### src/core/lss_map.svh
// Purpose: register offsets, field positions, reset values and timing counts
//          of the line status supervisor.
// Assumes: AHB-Lite word registers, 20 MHz hclk.
// Notes: included by the lss_adc_seq and lss_top design files and by the bench.
`ifndef LSS_MAP_SVH
`define LSS_MAP_SVH

`define LSS_CTRL_ADDR 12'h000
`define LSS_CFG_ADDR 12'h004
`define LSS_STAT_ADDR 12'h008
`define LSS_MASK_ADDR 12'h00c
`define LSS_LIVE_ADDR 12'h010
`define LSS_ADC_ADDR 12'h014
`define LSS_THR_ADDR 12'h018

`define LSS_CTRL_RST 32'h0000_0000
`define LSS_CFG_RST 32'h0000_0000
`define LSS_MASK_RST 8'h00
`define LSS_THR_RST 32'h0000_0000

// Control register fields.
`define LSS_C_OFFHOOK_REQ 0
`define LSS_C_LINE_PWR 1
`define LSS_C_AC_TRANS 2
`define LSS_C_LVD_DIS 3
`define LSS_C_MASTER 4
`define LSS_C_UV_EN 5
`define LSS_C_OV_EN 6
`define LSS_C_OC_EN 7
`define LSS_C_CID_MODE 8

// Status bits, same layout in the mask register.
`define LSS_S_RING 0
`define LSS_S_BUSY 1
`define LSS_S_PICKUP 2
`define LSS_S_REVERSAL 3
`define LSS_S_UV 4
`define LSS_S_OV 5
`define LSS_S_OC 6
`define LSS_S_WAKE 7
`define LSS_NSTAT 8

// Default thresholds: busy, pickup delta, ring swing, over-voltage,
// over-current, under-current.
`define LSS_BUSY_LVL 8'h40
`define LSS_PICK_DELTA 8'h10
`define LSS_RING_BASE 8'h20
`define LSS_OV_LVL 8'he0
`define LSS_OC_LVL 8'hf0
`define LSS_UV_LVL 8'h08

// Conversion period of the auxiliary converter.
`define LSS_CONV_NS 1000
`define LSS_CLK_NS 50
`define LSS_CONV_CYC (`LSS_CONV_NS / `LSS_CLK_NS)

`endif

### src/core/lss_pkg.sv
// Purpose: types of the line status supervisor.
// Assumes: nothing.
// Notes: constants live in lss_map.svh.
package lss_pkg;
	typedef enum logic [1:0] {LSS_ONHOOK, LSS_CHECK, LSS_OFFHOOK} lss_hook_t;
	typedef logic [7:0] lss_sample_t;
endpackage

### src/core/lss_adc_if.sv
// Purpose: carrier between the converter sequencer and the supervisor core.
// Assumes: single clock.
// Notes: one sample pair per conversion.
`timescale 1ns/10ps
interface lss_adc_if;
	logic ac_sel;
	lss_pkg::lss_sample_t ring_sample;
	lss_pkg::lss_sample_t aux_sample;
	logic sample_valid;
	modport seq
	(
		input ac_sel,
		output ring_sample,
		output aux_sample,
		output sample_valid
	);
	modport core
	(
		output ac_sel,
		input ring_sample,
		input aux_sample,
		input sample_valid
	);
endinterface

### src/core/lss_adc_seq.sv
// Purpose: paces the 8-bit auxiliary converter and selects its inputs.
// Assumes: converter codes are synchronous to hclk.
// Notes: one sample_valid pulse per conversion period.
`timescale 1ns/10ps
`include "lss_map.svh"
module lss_adc_seq
(
	input wire logic hclk,
	input wire logic hresetn,
	input wire logic [7:0] ring_sense_pos,
	input wire logic [7:0] ring_sense_neg,
	input wire logic [7:0] line_voltage_input,
	input wire logic [7:0] line_current_input,
	lss_adc_if.seq adc
);
	logic [7:0] cnt_r;
	wire conv_done = (cnt_r == 8'(`LSS_CONV_CYC - 1));
	wire [7:0] ring_diff = (ring_sense_pos >= ring_sense_neg) ?
		8'(ring_sense_pos - ring_sense_neg) :
		8'(ring_sense_neg - ring_sense_pos);
	wire [7:0] first_in = adc.ac_sel ? line_current_input : ring_diff;

	always_ff @(posedge hclk or negedge hresetn)
	begin
		if (!hresetn)
			cnt_r <= 8'h00;
		else
			cnt_r <= conv_done ? 8'h00 : 8'(cnt_r + 8'h01);
	end

	always_ff @(posedge hclk or negedge hresetn)
	begin
		if (!hresetn)
		begin
			adc.ring_sample <= 8'h00;
			adc.aux_sample <= 8'h00;
			adc.sample_valid <= 1'b0;
		end
		else
		begin
			adc.sample_valid <= conv_done;
			if (conv_done)
			begin
				adc.ring_sample <= first_in;
				adc.aux_sample <= line_voltage_input;
			end
		end
	end
endmodule

### src/core/lss_top.sv
// Purpose: line status supervisor with AHB-Lite register slave.
// Assumes: single clock hclk at 20 MHz, asynchronous active-low reset.
// Notes: writing one to a status bit clears it; events win over clears.
//
// The register offsets and the AHB-Lite slave port are this design's own decisions.
`timescale 1ns/10ps
`include "lss_map.svh"
module lss_top
(
	input wire logic hclk,
	input wire logic hresetn,
	input wire logic hsel,
	input wire logic [31:0] haddr,
	input wire logic [1:0] htrans,
	input wire logic hwrite,
	input wire logic [2:0] hsize,
	input wire logic [31:0] hwdata,
	input wire logic hready,
	output logic [31:0] hrdata,
	output logic hreadyout,
	output logic hresp,
	input wire logic [7:0] ring_sense_pos,
	input wire logic [7:0] ring_sense_neg,
	input wire logic [7:0] line_voltage_input,
	input wire logic [7:0] line_current_input,
	input wire logic [7:0] rx_path_in,
	input wire logic [7:0] cid_path_in,
	output logic [7:0] rx_path_out,
	output logic off_hook,
	output logic barrier_powered,
	output logic [1:0] ac_impedance_code,
	output logic [1:0] dc_characteristic_code,
	output logic irq
);
	// ****************************************
	// Bus slave
	// ****************************************
	logic wr_pend_r;
	logic rd_pend_r;
	logic [11:0] addr_r;
	logic [31:0] ctrl_r;
	logic [31:0] cfg_r;
	logic [31:0] thr_r;
	logic [7:0] stat_r;
	logic [7:0] stat_nxt;
	logic [7:0] mask_r;
	logic [31:0] rdata_nxt;

	wire take = hsel & hready & htrans[1];
	wire do_wr = wr_pend_r;
	wire wr_ctrl = do_wr & (addr_r == `LSS_CTRL_ADDR);
	wire wr_cfg = do_wr & (addr_r == `LSS_CFG_ADDR);
	wire wr_stat = do_wr & (addr_r == `LSS_STAT_ADDR);
	wire wr_mask = do_wr & (addr_r == `LSS_MASK_ADDR);
	wire wr_thr = do_wr & (addr_r == `LSS_THR_ADDR);

	assign hreadyout = 1'b1;
	assign hresp = 1'b0;

	always_ff @(posedge hclk or negedge hresetn)
	begin
		if (!hresetn)
		begin
			wr_pend_r <= 1'b0;
			rd_pend_r <= 1'b0;
			addr_r <= 12'h000;
		end
		else
		begin
			wr_pend_r <= take & hwrite;
			rd_pend_r <= take & ~hwrite;
			if (take)
				addr_r <= haddr[11:0];
		end
	end

	// ****************************************
	// Converter
	// ****************************************
	lss_adc_if adc();

	lss_adc_seq u_seq
	(
		.hclk(hclk),
		.hresetn(hresetn),
		.ring_sense_pos(ring_sense_pos),
		.ring_sense_neg(ring_sense_neg),
		.line_voltage_input(line_voltage_input),
		.line_current_input(line_current_input),
		.adc(adc)
	);

	assign adc.ac_sel = ctrl_r[`LSS_C_AC_TRANS];

	// ****************************************
	// Detectors
	// ****************************************
	lss_pkg::lss_hook_t hook_r;
	lss_pkg::lss_hook_t hook_nxt;
	logic [7:0] prev_ring_r;
	logic [7:0] prev_line_r;
	logic polarity_r;
	logic barrier_r;
	logic lvd_dis_r;
	logic samp_pol_r;

	wire [1:0] ring_thr = thr_r[1:0];
	wire [7:0] ring_lvl = 8'(`LSS_RING_BASE * ring_thr);
	wire sv = adc.sample_valid;
	wire [7:0] rs = adc.ring_sample;
	wire [7:0] lv = adc.aux_sample;
	wire master = ctrl_r[`LSS_C_MASTER] & ~lvd_dis_r;
	wire uv_en = master & ctrl_r[`LSS_C_UV_EN];
	wire ov_en = master & ctrl_r[`LSS_C_OV_EN];
	wire oc_en = master & ctrl_r[`LSS_C_OC_EN];
	wire ring_in = ~adc.ac_sel;
	// A polarity flip swings the pair through zero, so the step is the sum.
	wire flip = samp_pol_r != polarity_r;
	wire [8:0] swing_sum = {1'b0, rs} + {1'b0, prev_ring_r};
	wire [7:0] swing = swing_sum[8] ? 8'hff : swing_sum[7:0];
	wire [7:0] jump = flip ? swing : (rs >= prev_ring_r) ?
		8'(rs - prev_ring_r) : 8'(prev_ring_r - rs);
	wire wake_ev = sv & ring_in & (jump >= ring_lvl) & (ring_thr != 2'b00);
	wire ring_ev = wake_ev & (rs >= ring_lvl);
	wire cur_pol = ring_sense_pos >= ring_sense_neg;
	wire rev_ev = wake_ev & (hook_r == lss_pkg::LSS_ONHOOK) &
		flip;
	wire busy_lvl = lv < `LSS_BUSY_LVL;
	wire busy_ev = sv & (hook_r == lss_pkg::LSS_CHECK) & busy_lvl;
	// parallel pickup drops the off-hook voltage.
	wire pick_ev = sv & (hook_r == lss_pkg::LSS_OFFHOOK) &
		(prev_line_r > lv) & (8'(prev_line_r - lv) >= `LSS_PICK_DELTA);
	// under-voltage when current cannot be supplied.
	wire uv_ev = sv & uv_en & adc.ac_sel & (rs < `LSS_UV_LVL) &
		(hook_r == lss_pkg::LSS_OFFHOOK);
	wire ov_ev = sv & ov_en & (lv >= `LSS_OV_LVL);
	wire oc_ev = sv & oc_en & adc.ac_sel & (rs >= `LSS_OC_LVL);
	wire [7:0] events = {wake_ev, oc_ev, ov_ev, uv_ev, rev_ev, pick_ev,
		busy_ev, ring_ev};

	always_ff @(posedge hclk or negedge hresetn)
	begin
		if (!hresetn)
		begin
			prev_ring_r <= 8'h00;
			prev_line_r <= 8'h00;
			polarity_r <= 1'b1;
		end
		else if (sv)
		begin
			prev_ring_r <= rs;
			prev_line_r <= lv;
			polarity_r <= samp_pol_r;
		end
	end

	// Pin polarity lined up with the sample taken at the same edge.
	always_ff @(posedge hclk or negedge hresetn)
	begin
		if (!hresetn)
			samp_pol_r <= 1'b1;
		else
			samp_pol_r <= cur_pol;
	end

	// ****************************************
	// Hook state
	// ****************************************
	always_comb
	begin
		hook_nxt = hook_r;
		case (hook_r)
			lss_pkg::LSS_ONHOOK:
				if (ctrl_r[`LSS_C_OFFHOOK_REQ])
					hook_nxt = lss_pkg::LSS_CHECK;
			lss_pkg::LSS_CHECK:
				if (!ctrl_r[`LSS_C_OFFHOOK_REQ])
					hook_nxt = lss_pkg::LSS_ONHOOK;
				else if (sv && !busy_lvl)
					hook_nxt = lss_pkg::LSS_OFFHOOK;
			lss_pkg::LSS_OFFHOOK:
				if (!ctrl_r[`LSS_C_OFFHOOK_REQ])
					hook_nxt = lss_pkg::LSS_ONHOOK;
			default:
				hook_nxt = lss_pkg::LSS_ONHOOK;
		endcase
		if (ov_ev || oc_ev)
			hook_nxt = lss_pkg::LSS_ONHOOK;
	end

	always_ff @(posedge hclk or negedge hresetn)
	begin
		if (!hresetn)
			hook_r <= lss_pkg::LSS_ONHOOK;
		else
			hook_r <= hook_nxt;
	end

	// ****************************************
	// Power source and level detect disable
	// ****************************************
	wire line_pwr_set = wr_ctrl & hwdata[`LSS_C_LINE_PWR];
	wire irq_any = |(stat_r & mask_r);

	always_ff @(posedge hclk or negedge hresetn)
	begin
		if (!hresetn)
			barrier_r <= 1'b1;
		// under-voltage falls back to barrier power.
		else if (uv_ev)
			barrier_r <= 1'b1;
		else if (wr_ctrl)
			barrier_r <= ~hwdata[`LSS_C_LINE_PWR];
	end

	always_ff @(posedge hclk or negedge hresetn)
	begin
		if (!hresetn)
			lvd_dis_r <= 1'b0;
		// set on interrupt, cleared on line power entry.
		else if (irq_any)
			lvd_dis_r <= 1'b1;
		else if (line_pwr_set)
			lvd_dis_r <= 1'b0;
		else if (wr_ctrl)
			lvd_dis_r <= hwdata[`LSS_C_LVD_DIS];
	end

	// ****************************************
	// Registers
	// ****************************************
	// sticky flags, set wins over clear.
	assign stat_nxt = (stat_r & ~(wr_stat ? hwdata[7:0] : 8'h00)) | events;

	always_ff @(posedge hclk or negedge hresetn)
	begin
		if (!hresetn)
		begin
			ctrl_r <= `LSS_CTRL_RST;
			cfg_r <= `LSS_CFG_RST;
			thr_r <= `LSS_THR_RST;
			mask_r <= `LSS_MASK_RST;
			stat_r <= 8'h00;
		end
		else
		begin
			if (wr_ctrl)
				ctrl_r <= {23'h0, hwdata[8:0]};
			else if (ov_ev || oc_ev)
				ctrl_r[`LSS_C_OFFHOOK_REQ] <= 1'b0;
			// country codes held for the front end.
			if (wr_cfg)
				cfg_r <= {28'h0000000, hwdata[3:0]};
			if (wr_thr)
				thr_r <= {30'h0, hwdata[1:0]};
			if (wr_mask)
				mask_r <= hwdata[7:0];
			stat_r <= stat_nxt;
		end
	end

	wire [31:0] ctrl_view = {ctrl_r[31:4], lvd_dis_r, ctrl_r[2:0]};
	wire [31:0] live_view = {23'h0, barrier_r, polarity_r,
		5'h00, 2'(hook_r)};
	wire [31:0] adc_view = {16'h0000, lv, rs};

	always_comb
	begin
		case (addr_r)
			`LSS_CTRL_ADDR: rdata_nxt = ctrl_view;
			`LSS_CFG_ADDR: rdata_nxt = cfg_r;
			`LSS_STAT_ADDR: rdata_nxt = {24'h000000, stat_r};
			`LSS_MASK_ADDR: rdata_nxt = {24'h000000, mask_r};
			`LSS_LIVE_ADDR: rdata_nxt = live_view;
			`LSS_ADC_ADDR: rdata_nxt = adc_view;
			`LSS_THR_ADDR: rdata_nxt = thr_r;
			default: rdata_nxt = 32'h00000000;
		endcase
	end

	assign hrdata = rd_pend_r ? rdata_nxt : 32'h00000000;

	// ****************************************
	// Outputs
	// ****************************************
	always_ff @(posedge hclk or negedge hresetn)
	begin
		if (!hresetn)
			rx_path_out <= 8'h00;
		// normal receive path carries in-band caller ID off-hook.
		else if (ctrl_r[`LSS_C_CID_MODE] && hook_r != lss_pkg::LSS_OFFHOOK)
			rx_path_out <= cid_path_in;
		else
			rx_path_out <= rx_path_in;
	end

	assign off_hook = (hook_r == lss_pkg::LSS_OFFHOOK);
	assign barrier_powered = barrier_r;
	assign ac_impedance_code = cfg_r[1:0];
	assign dc_characteristic_code = cfg_r[3:2];
	assign irq = irq_any;

	// ****************************************
	// Checks
	// ****************************************
	a_prot_onhook: assert property (@(posedge hclk) disable iff (!hresetn)
		(ov_ev | oc_ev) |=> !off_hook)
		else $error("protection event did not force on-hook");
	a_uv_barrier: assert property (@(posedge hclk) disable iff (!hresetn)
		uv_ev |=> barrier_powered)
		else $error("under-voltage did not select barrier power");
	a_ring_thr_zero: assert property (@(posedge hclk) disable iff (!hresetn)
		(ring_thr == 2'b00) |-> !ring_ev)
		else $error("ring event with zero threshold");
	a_master_gate: assert property (@(posedge hclk) disable iff (!hresetn)
		!master |-> !(uv_ev | ov_ev | oc_ev))
		else $error("detector active without master enable");
	a_rev_onhook: assert property (@(posedge hclk) disable iff (!hresetn)
		rev_ev |-> hook_r == lss_pkg::LSS_ONHOOK)
		else $error("reversal reported off-hook");
	a_stat_sticky: assert property (@(posedge hclk) disable iff (!hresetn)
		events[0] |=> stat_r[0])
		else $error("ring flag not set");
	a_lvd_on_irq: assert property (@(posedge hclk) disable iff (!hresetn)
		irq |=> lvd_dis_r)
		else $error("level detect not disabled by interrupt");
	a_busy_wait: assert property (@(posedge hclk) disable iff (!hresetn)
		(hook_r == lss_pkg::LSS_CHECK && sv && busy_lvl) |=> !off_hook)
		else $error("went off-hook on a busy line");
	a_wake_flip: assert property (@(posedge hclk) disable iff (!hresetn)
		(sv && ring_in && ring_thr != 2'b00 && samp_pol_r != polarity_r &&
		rs >= ring_lvl) |-> wake_ev)
		else $error("polarity flip gave no wake-up");
	a_hook_order: assert property (@(posedge hclk) disable iff (!hresetn)
		$rose(off_hook) |-> $past(hook_r) == lss_pkg::LSS_CHECK)
		else $error("went off-hook without a line check");
endmodule

### config.mk
export PLATFORM = sky130hd
export DESIGN_NAME = lss_top
export DESIGN_NICKNAME = d
export VERILOG_FILES = /design/src/core/lss_pkg.sv /design/src/core/lss_adc_if.sv /design/src/core/lss_adc_seq.sv /design/src/core/lss_top.sv
export VERILOG_INCLUDE_DIRS = /design/src /design/src/core
export SDC_FILE = /design/constraint.sdc
export NUM_CORES = 1
export LEC_CHECK = 0
export BUFFER_PORTS_ARGS = -buffer_cell sky130_fd_sc_hd__buf_4
export CAP_MARGIN = 20
export CORE_ASPECT_RATIO = 0.75
export CORE_MARGIN = 5
export CORE_UTILIZATION = 54
export CTS_CLUSTER_DIAMETER = 50
export CTS_CLUSTER_SIZE = 30
export DETAILED_ROUTE_END_ITERATION = 6
export HOLD_SLACK_MARGIN = 0.05
export MAX_ROUTING_LAYER = met4
export PLACE_DENSITY = 0.81
export SLEW_MARGIN = 20
export SYNTH_ARGS = -nofsm -noshare
export SYNTH_HDL_FRONTEND = slang
export SYNTH_SLANG_ARGS = --single-unit
### constraint.sdc
create_clock -name hclk -period 4.7 [get_ports hclk]
set_input_delay 0.94 -clock hclk [delete_from_list [all_inputs] [get_ports hclk]]
set_output_delay 0.94 -clock hclk [all_outputs]
set_load 0.02 [all_outputs]
* After elaboration in Yosys (flattened, before gate mapping) *
Cells that the tools add are included.

storage, ports and cells
  bits in registers = 100
  output and inout bits = 49
  logic and storage cells = 129

cells by class
  $add $sub $neg = 7
  $lt $le $gt $ge = 10
  eq/ne operators = 14
  mux-type cells = 23
  bitwise gates (word level) = 42
  reduce and logical (&&, ||, !) cells = 12

operators with widths
  cell                   count
  $pmux W16 S7           1
  $mux W8                8
  $sub A8 B8 Y8          5
  $eq A12 B5 Y1 const B  3
  $and A1 B1 Y1          34
  $mux W32               1
  $eq A12 B4 Y1 const B  2
  $and A8 B8 Y8          2
  $ge A8 B7 Y1           2
  $ge A8 B8 Y1           2
  $ge A8 B8 Y1 const B   2
  $eq A12 B3 Y1 const B  1
  $logic_not A12 Y1      1
  $mux W2                5
  $add A8 B8 Y9          1
  $add A8 B1 Y8 const B  1
  $eq A8 B5 Y1 const B   1
  $ge A8 B5 Y1 const B   1
  $gt A8 B8 Y1           1
  $lt A8 B4 Y1 const B   1
  $lt A8 B7 Y1 const B   1
  $not A8 Y8             1
  $or A8 B8 Y8           1
  $reduce_or A8 Y1       1
  16 further kinds       29

* Logic depth before layout (Yosys ltp) *
  word-level depth = 9
  mapped depth = 19

* Hierarchy *
Synthesis repeated with hierarchy kept, for this count alone.

unflattened totals
  cells, all modules = 766
  area, all modules = 7055.5 µm²

modules (own cells, without submodules)
  module       times used  cells an instance  area each (µm²)  sequential area each (µm²)
  lss_top      1           560                5263.8           1855.5
  lss_adc_seq  1           206                1791.7           625.6

* Least setup slack after synthesis *
No wires, ideal clock.

  path kind = register -> register
  from = register u_seq.adc.ring_sample[0]
  to = register stat_r[0]
  arrival time = 3.748 ns
  required time = 4.635 ns
  slack = 0.887 ns
  stages on the path, launching flop included = 20
  path buffers = 1
  period minus slack after synthesis = 3.813 ns
  cell sequence = dfrtp_1 inv_1 ha_1 fa_1 nand2b_1 a21oi_2 o2111ai_2 and2_1 buf_6 or3b_1 a31oi_1 o22a_1 a21oi_2 ha_1 nand3_1 or2_2 a31oi_1 a211oi_1 a21oi_2 a22o_1

on the way
  word-level cells in the longest chain between the ends = 8
  elaborated cells on any way between the ends = 13

RTL lines
  element                                      line                            source
  start: declaration                           lss_adc_if.sv:13                output ring_sample,
  start signal: assignment                     lss_adc_seq.sv:44               adc.ring_sample <= first_in;
  $sub A8 B8 Y8, or another cell as far along  lss_top.sv:122                  8'(rs - prev_ring_r) : 8'(prev_ring_r - rs);
  $mux W8 (on tied branches)                   lss_top.sv:121, lss_top.sv:120
  $mux W8                                      lss_top.sv:121                  wire [7:0] jump = flip ? swing : (rs >= prev_ring_r) ?
  $ge A8 B7 Y1                                 lss_top.sv:123                  wire wake_ev = sv & ring_in & (jump >= ring_lvl) & (ring_thr != 2'b00);
  $and A1 B1 Y1 (2 in a row)                   lss_top.sv:123
  $and A1 B1 Y1 (*)                            lss_top.sv:124                  wire ring_ev = wake_ev & (rs >= ring_lvl);
  $or A8 B8 Y8 (*)                             lss_top.sv:233                  assign stat_nxt = (stat_r & ~(wr_stat ? hwdata[7:0] : 8'h00)) | events;
  net stat_nxt[0]                              lss_top.sv:45                   logic [7:0] stat_nxt;
  end signal: assignment                       lss_top.sv:258                  stat_r <= stat_nxt;
  end: declaration                             lss_top.sv:44                   logic [7:0] stat_r;

Mark *: on every way through the listed nets, which the timed path passes. The rest lies on a longest branch.
A chain may end at the register's enable or synchronous reset.

* Final worst setup path *
Same ends and word-level chain as after synthesis.

==> impl_metrics.xml <==
<?xml version="1.0" encoding="UTF-8"?>
<metrics>
  <group name="status">
    <metric name="status" unit="">complete, no violations</metric>
  </group>
  <group name="floorplanning">
    <metric name="io_pins" unit="">171</metric>
    <metric name="die-height" unit="um">106.9</metric>
    <metric name="design.core.area" unit="um2">12260</metric>
    <metric name="row_count" unit="">35</metric>
    <metric name="design.die.area" unit="um2">14890</metric>
    <metric name="initial_standard_cell_utilization_of_the_core" unit="">0.5516</metric>
    <metric name="die-width" unit="um">139.2</metric>
  </group>
  <group name="global_routing">
    <metric name="grt_max_degree" unit="">67</metric>
    <metric name="first_global_vias" unit="">5590</metric>
    <metric name="grt_remaining_overflow" unit="">0</metric>
    <metric name="first_pass_grt_wire_length" unit="mm">29.19</metric>
    <metric name="grt_antenna_before_repair" unit="">0</metric>
    <metric name="global_route_usage_sum" unit="">0.2505</metric>
  </group>
  <group name="hold_path">
    <metric name="timing.hold.worst.start" unit="">u_seq.cnt_r[7]</metric>
    <metric name="hold_depth" unit="">1</metric>
    <metric name="hold_class" unit="">register to register</metric>
  </group>
  <group name="clock_network">
    <metric name="clk_latency" unit="ns">0.35</metric>
    <metric name="cts.path.max_buffers" unit="">2</metric>
    <metric name="cts_setup_buffers" unit="">0</metric>
    <metric name="numCtsBuffers" unit="">9</metric>
    <metric name="ctsHoldBuffers" unit="">0</metric>
    <metric name="clock-root-buffer" unit="">sky130_fd_sc_hd__clkbuf_16</metric>
    <metric name="post_cts.resized_instances" unit="">0</metric>
    <metric name="cts_sinks" unit="">99</metric>
    <metric name="path_clk_slew" unit="ns">0.08</metric>
    <metric name="ctsHtreeMaxLevel" unit="">3</metric>
    <metric name="cts_tree" unit="">yes</metric>
  </group>
  <group name="yosys">
    <metric name="netlist_instances" unit="">721</metric>
    <metric name="combined_area_of_all_synthesized_cells" unit="um2">6764</metric>
    <metric name="synthArstFlopShare" unit="">1.000</metric>
    <metric name="synth_top_flop_cell" unit="">sky130_fd_sc_hd__dfrtp_1</metric>
    <metric name="synth-warning-count" unit="">0</metric>
    <metric name="syn_avg_cell_area" unit="um2">9.381</metric>
    <metric name="synth-edff-count" unit="">0</metric>
    <metric name="synth.lib_cells_used.distinct" unit="">70</metric>
    <metric name="seq_area_frac_synth" unit="">0.3668</metric>
    <metric name="postSynthRegisterBits" unit="">99</metric>
  </group>
  <group name="route">
    <metric name="postRouteWirelength" unit="mm">18.35</metric>
    <metric name="vias_post_dr" unit="">5820</metric>
    <metric name="drtIter0Drc" unit="">524</metric>
    <metric name="avgViaCountPerCell" unit="">5.891</metric>
    <metric name="route.detailed.drc" unit="">0</metric>
    <metric name="pre_repair_dr_iteration_count" unit="">7</metric>
    <metric name="wl_per_cell" unit="um">18.58</metric>
    <metric name="antenna_violating_nets_post_route" unit="">0</metric>
  </group>
  <group name="final_layout">
    <metric name="n_antenna_cell" unit="">0</metric>
    <metric name="area_growth" unit="%">17.18</metric>
    <metric name="number_of_nets_in_the_finished_design" unit="">996</metric>
    <metric name="design_area" unit="um2">7926</metric>
    <metric name="post-route-util" unit="">0.6464</metric>
    <metric name="most_common_cell_after_layout_fill_and_taps_aside" unit="">sky130_fd_sc_hd__buf_4</metric>
    <metric name="most-common-layout-cells" unit="">sky130_fd_sc_hd__buf_4 (113), sky130_fd_sc_hd__dfrtp_1 (96), sky130_fd_sc_hd__nand2_1 (76), sky130_fd_sc_hd__inv_1 (51), sky130_fd_sc_hd__ha_1 (51)</metric>
    <metric name="final_layout_size_suffix_gt1_frac" unit="">0.2360</metric>
  </group>
  <group name="critical_path">
    <metric name="timing.rr.start" unit="">u_seq.adc.ring_sample[0]</metric>
    <metric name="reg2regPathDepth" unit="">17</metric>
    <metric name="worstPathArrival" unit="ns">4.57</metric>
    <metric name="worstSetupEndpointType" unit="">register</metric>
    <metric name="timing.critical_path.fanout_max" unit="">7</metric>
    <metric name="critPathCapture" unit="">stat_r[0]</metric>
    <metric name="regToRegEndpoint" unit="">stat_r[0]</metric>
    <metric name="timing_worst_setup_path_type" unit="">register to register</metric>
    <metric name="rrSetupSlack" unit="ns">0.42</metric>
    <metric name="timing.critical_path.from" unit="">u_seq.adc.ring_sample[0]</metric>
    <metric name="cp_data_required_time" unit="ns">4.99</metric>
    <metric name="setup.worst_path.start_class" unit="">register</metric>
  </group>
  <group name="place">
    <metric name="post-dp-hpwl" unit="mm">14.28</metric>
    <metric name="routabilityCongestion" unit="">0.9414</metric>
    <metric name="io_port_bufs" unit="">105</metric>
    <metric name="post_dp_cell_area" unit="um2">7621</metric>
  </group>
  <group name="sta">
    <metric name="worst_hold_slack" unit="ns">0.4803</metric>
    <metric name="skew" unit="ns">0.006804</metric>
    <metric name="max_freq" unit="MHz">233.4</metric>
    <metric name="crit_path_time_final" unit="ns">4.284</metric>
    <metric name="finalHoldViolCount" unit="">0</metric>
    <metric name="tns" unit="ns">0</metric>
    <metric name="finalSetupViolCount" unit="">0</metric>
    <metric name="worst-slew-pin-transition" unit="ns">0.8619</metric>
    <metric name="drv_slew" unit="">0</metric>
    <metric name="max_slew_margin" unit="">0.4254</metric>
    <metric name="unrepaired_setup_endpoints_after_global_routing" unit="">false</metric>
    <metric name="layout_worst_path_cycle_share" unit="">0.9115</metric>
  </group>
  <group name="power_and_ir_drop">
    <metric name="power.static_leakage" unit="nW">3.757</metric>
    <metric name="peak_vdd_ir" unit="uV">189.4</metric>
    <metric name="power_density" unit="nW/um2">307.1</metric>
    <metric name="p_total" unit="W">0.002434</metric>
  </group>
  <group name="run">
    <metric name="maxCapViolCount" unit="">0</metric>
  </group>
</metrics>
==> flip-flops by register name, summed over array words and instances, names as in the netlist <==
signal                  flops
addr_r                     12
barrier_powered             1
cfg_r                       4
ctrl_r                      8
do_wr                       1
hook_r                      2
lvd_dis_r                   1
mask_r                      8
polarity_r                  1
prev_line_r                 8
prev_ring_r                 8
rd_pend_r                   1
rx_path_out                 8
samp_pol_r                  1
stat_r                      8
thr_r                       2
u_seq.adc.aux_sample        8
u_seq.adc.ring_sample       8
u_seq.adc.sample_valid      1
u_seq.cnt_r                 8
==> power by group <==
part	internal (W)	switching, W	total, W
registers	0.000914	0.0000758	0.000990
logic	0.000303	0.000388	0.000691
clock network	0.000379	0.000374	0.000753
total	0.00160	0.000838	0.00243
==> cells in the mapped netlist (6+ instances only) <==
cell	number	area, um2
sky130_fd_sc_hd__nand2b_1	11	68.82
sky130_fd_sc_hd__mux2_2	48	540.5
sky130_fd_sc_hd__nor3_1	14	70.07
sky130_fd_sc_hd__mux2i_1	11	110.1
sky130_fd_sc_hd__xor2_1	9	78.83
sky130_fd_sc_hd__fa_1	6	120.1
sky130_fd_sc_hd__buf_4	19	142.6
sky130_fd_sc_hd__a21oi_1	25	125.1
sky130_fd_sc_hd__a22o_1	10	87.58
sky130_fd_sc_hd__dfrtp_1	96	2402
sky130_fd_sc_hd__inv_1	51	191.4
sky130_fd_sc_hd__nand2_1	76	285.3
sky130_fd_sc_hd__nor2_1	44	165.2
sky130_fd_sc_hd__nand3_1	18	90.09
sky130_fd_sc_hd__a31oi_1	6	37.54
sky130_fd_sc_hd__a21o_1	6	45.04
sky130_fd_sc_hd__ha_1	51	638.1
sky130_fd_sc_hd__xnor2_1	7	61.31
sky130_fd_sc_hd__and3_1	19	118.9
sky130_fd_sc_hd__o21ai_0	37	185.2
sky130_fd_sc_hd__nor2b_1	15	93.84
sky130_fd_sc_hd__and2_1	6	37.54
sky130_fd_sc_hd__clkbuf_1	16	60.06
sky130_fd_sc_hd__nand4_1	13	81.33
==> worst min-delay path by stage <==
stage	to	slack, ns
final	u_seq.cnt_r[7]	0.48
after global routing	u_seq.cnt_r[7]	0.51
after CTS	u_seq.cnt_r[7]	0.48
after detailed placement	u_seq.cnt_r[7]	0.46
after global placement	u_seq.cnt_r[7]	0.46
after floorplan	u_seq.cnt_r[7]	0.44
==> cells by family (layout without fill, tap and decap cells) <==
group / count (synthesis) / in the layout / share of synthesized area
multiplexers: 63 / 63 / 0.1028
flip-flops: 99 / 99 / 0.3668
buffers and inverters: 97 / 182 / 0.06770
other: 2 / 18 / 0.001110
XOR/XNOR: 17 / 17 / 0.02312
adder cells (fa/ha/maj): 57 / 57 / 0.1121
AND/OR/NAND/NOR: 240 / 240 / 0.1761
AO/OA/AOI/OAI: 146 / 146 / 0.1502
==> metrics by stage <==
| stage | setup slack [ns] | cells |
|---|---|---|
| finish | 0.4159 | 988 |
| detailed placement | 0.4446 | 972 |
| floorplan | 0.8866 | 737 |
| global placement | 0.5438 | 972 |
| global route | 0.06938 | 988 |
| CTS | 0.3974 | 988 |
==> critical path, stage by stage, from the launching register on <==
cell and delay (ns):
sky130_fd_sc_hd__dfrtp_1 0.44, sky130_fd_sc_hd__inv_1 0.10, sky130_fd_sc_hd__ha_1 0.24, sky130_fd_sc_hd__fa_1 0.40
sky130_fd_sc_hd__nand2b_1 0.17, sky130_fd_sc_hd__a21oi_2 0.23, sky130_fd_sc_hd__o2111ai_2 0.21, sky130_fd_sc_hd__and2_1 0.28
sky130_fd_sc_hd__or3b_1 0.37, sky130_fd_sc_hd__a31oi_1 0.27, sky130_fd_sc_hd__o22a_1 0.20, sky130_fd_sc_hd__a21oi_2 0.06
sky130_fd_sc_hd__ha_1 0.28, sky130_fd_sc_hd__nand3_1 0.09, sky130_fd_sc_hd__nor4_1 0.37, sky130_fd_sc_hd__a211oi_1 0.16
sky130_fd_sc_hd__a21oi_2 0.19, sky130_fd_sc_hd__a22o_1 0.16
==> final cells by class <==
cell class,instances,area [um2]
Sequential cell,99,2481
Timing Repair Buffer,113,848.3
Inverter,53,198.9
Tap cell,166,207.7
Fill cell,1015,4335
Multi-Input combinational cell,541,3885
Clock inverter,7,80.08
Clock buffer,9,225.2
==> routing by layer <==
| metal | up-vias | track usage | part of all wire |
|---|---|---|---|
| li1 | 2710 | - | - |
| met5 | - | - | 0 |
| met4 | 0 | 0.04539 | 0.0097 |
| met3 | 23 | 0.05216 | 0.078 |
| met1 | 2856 | 0.3576 | 0.45 |
| met2 | 231 | 0.3762 | 0.46 |
(Power assumes the default switching activity.)
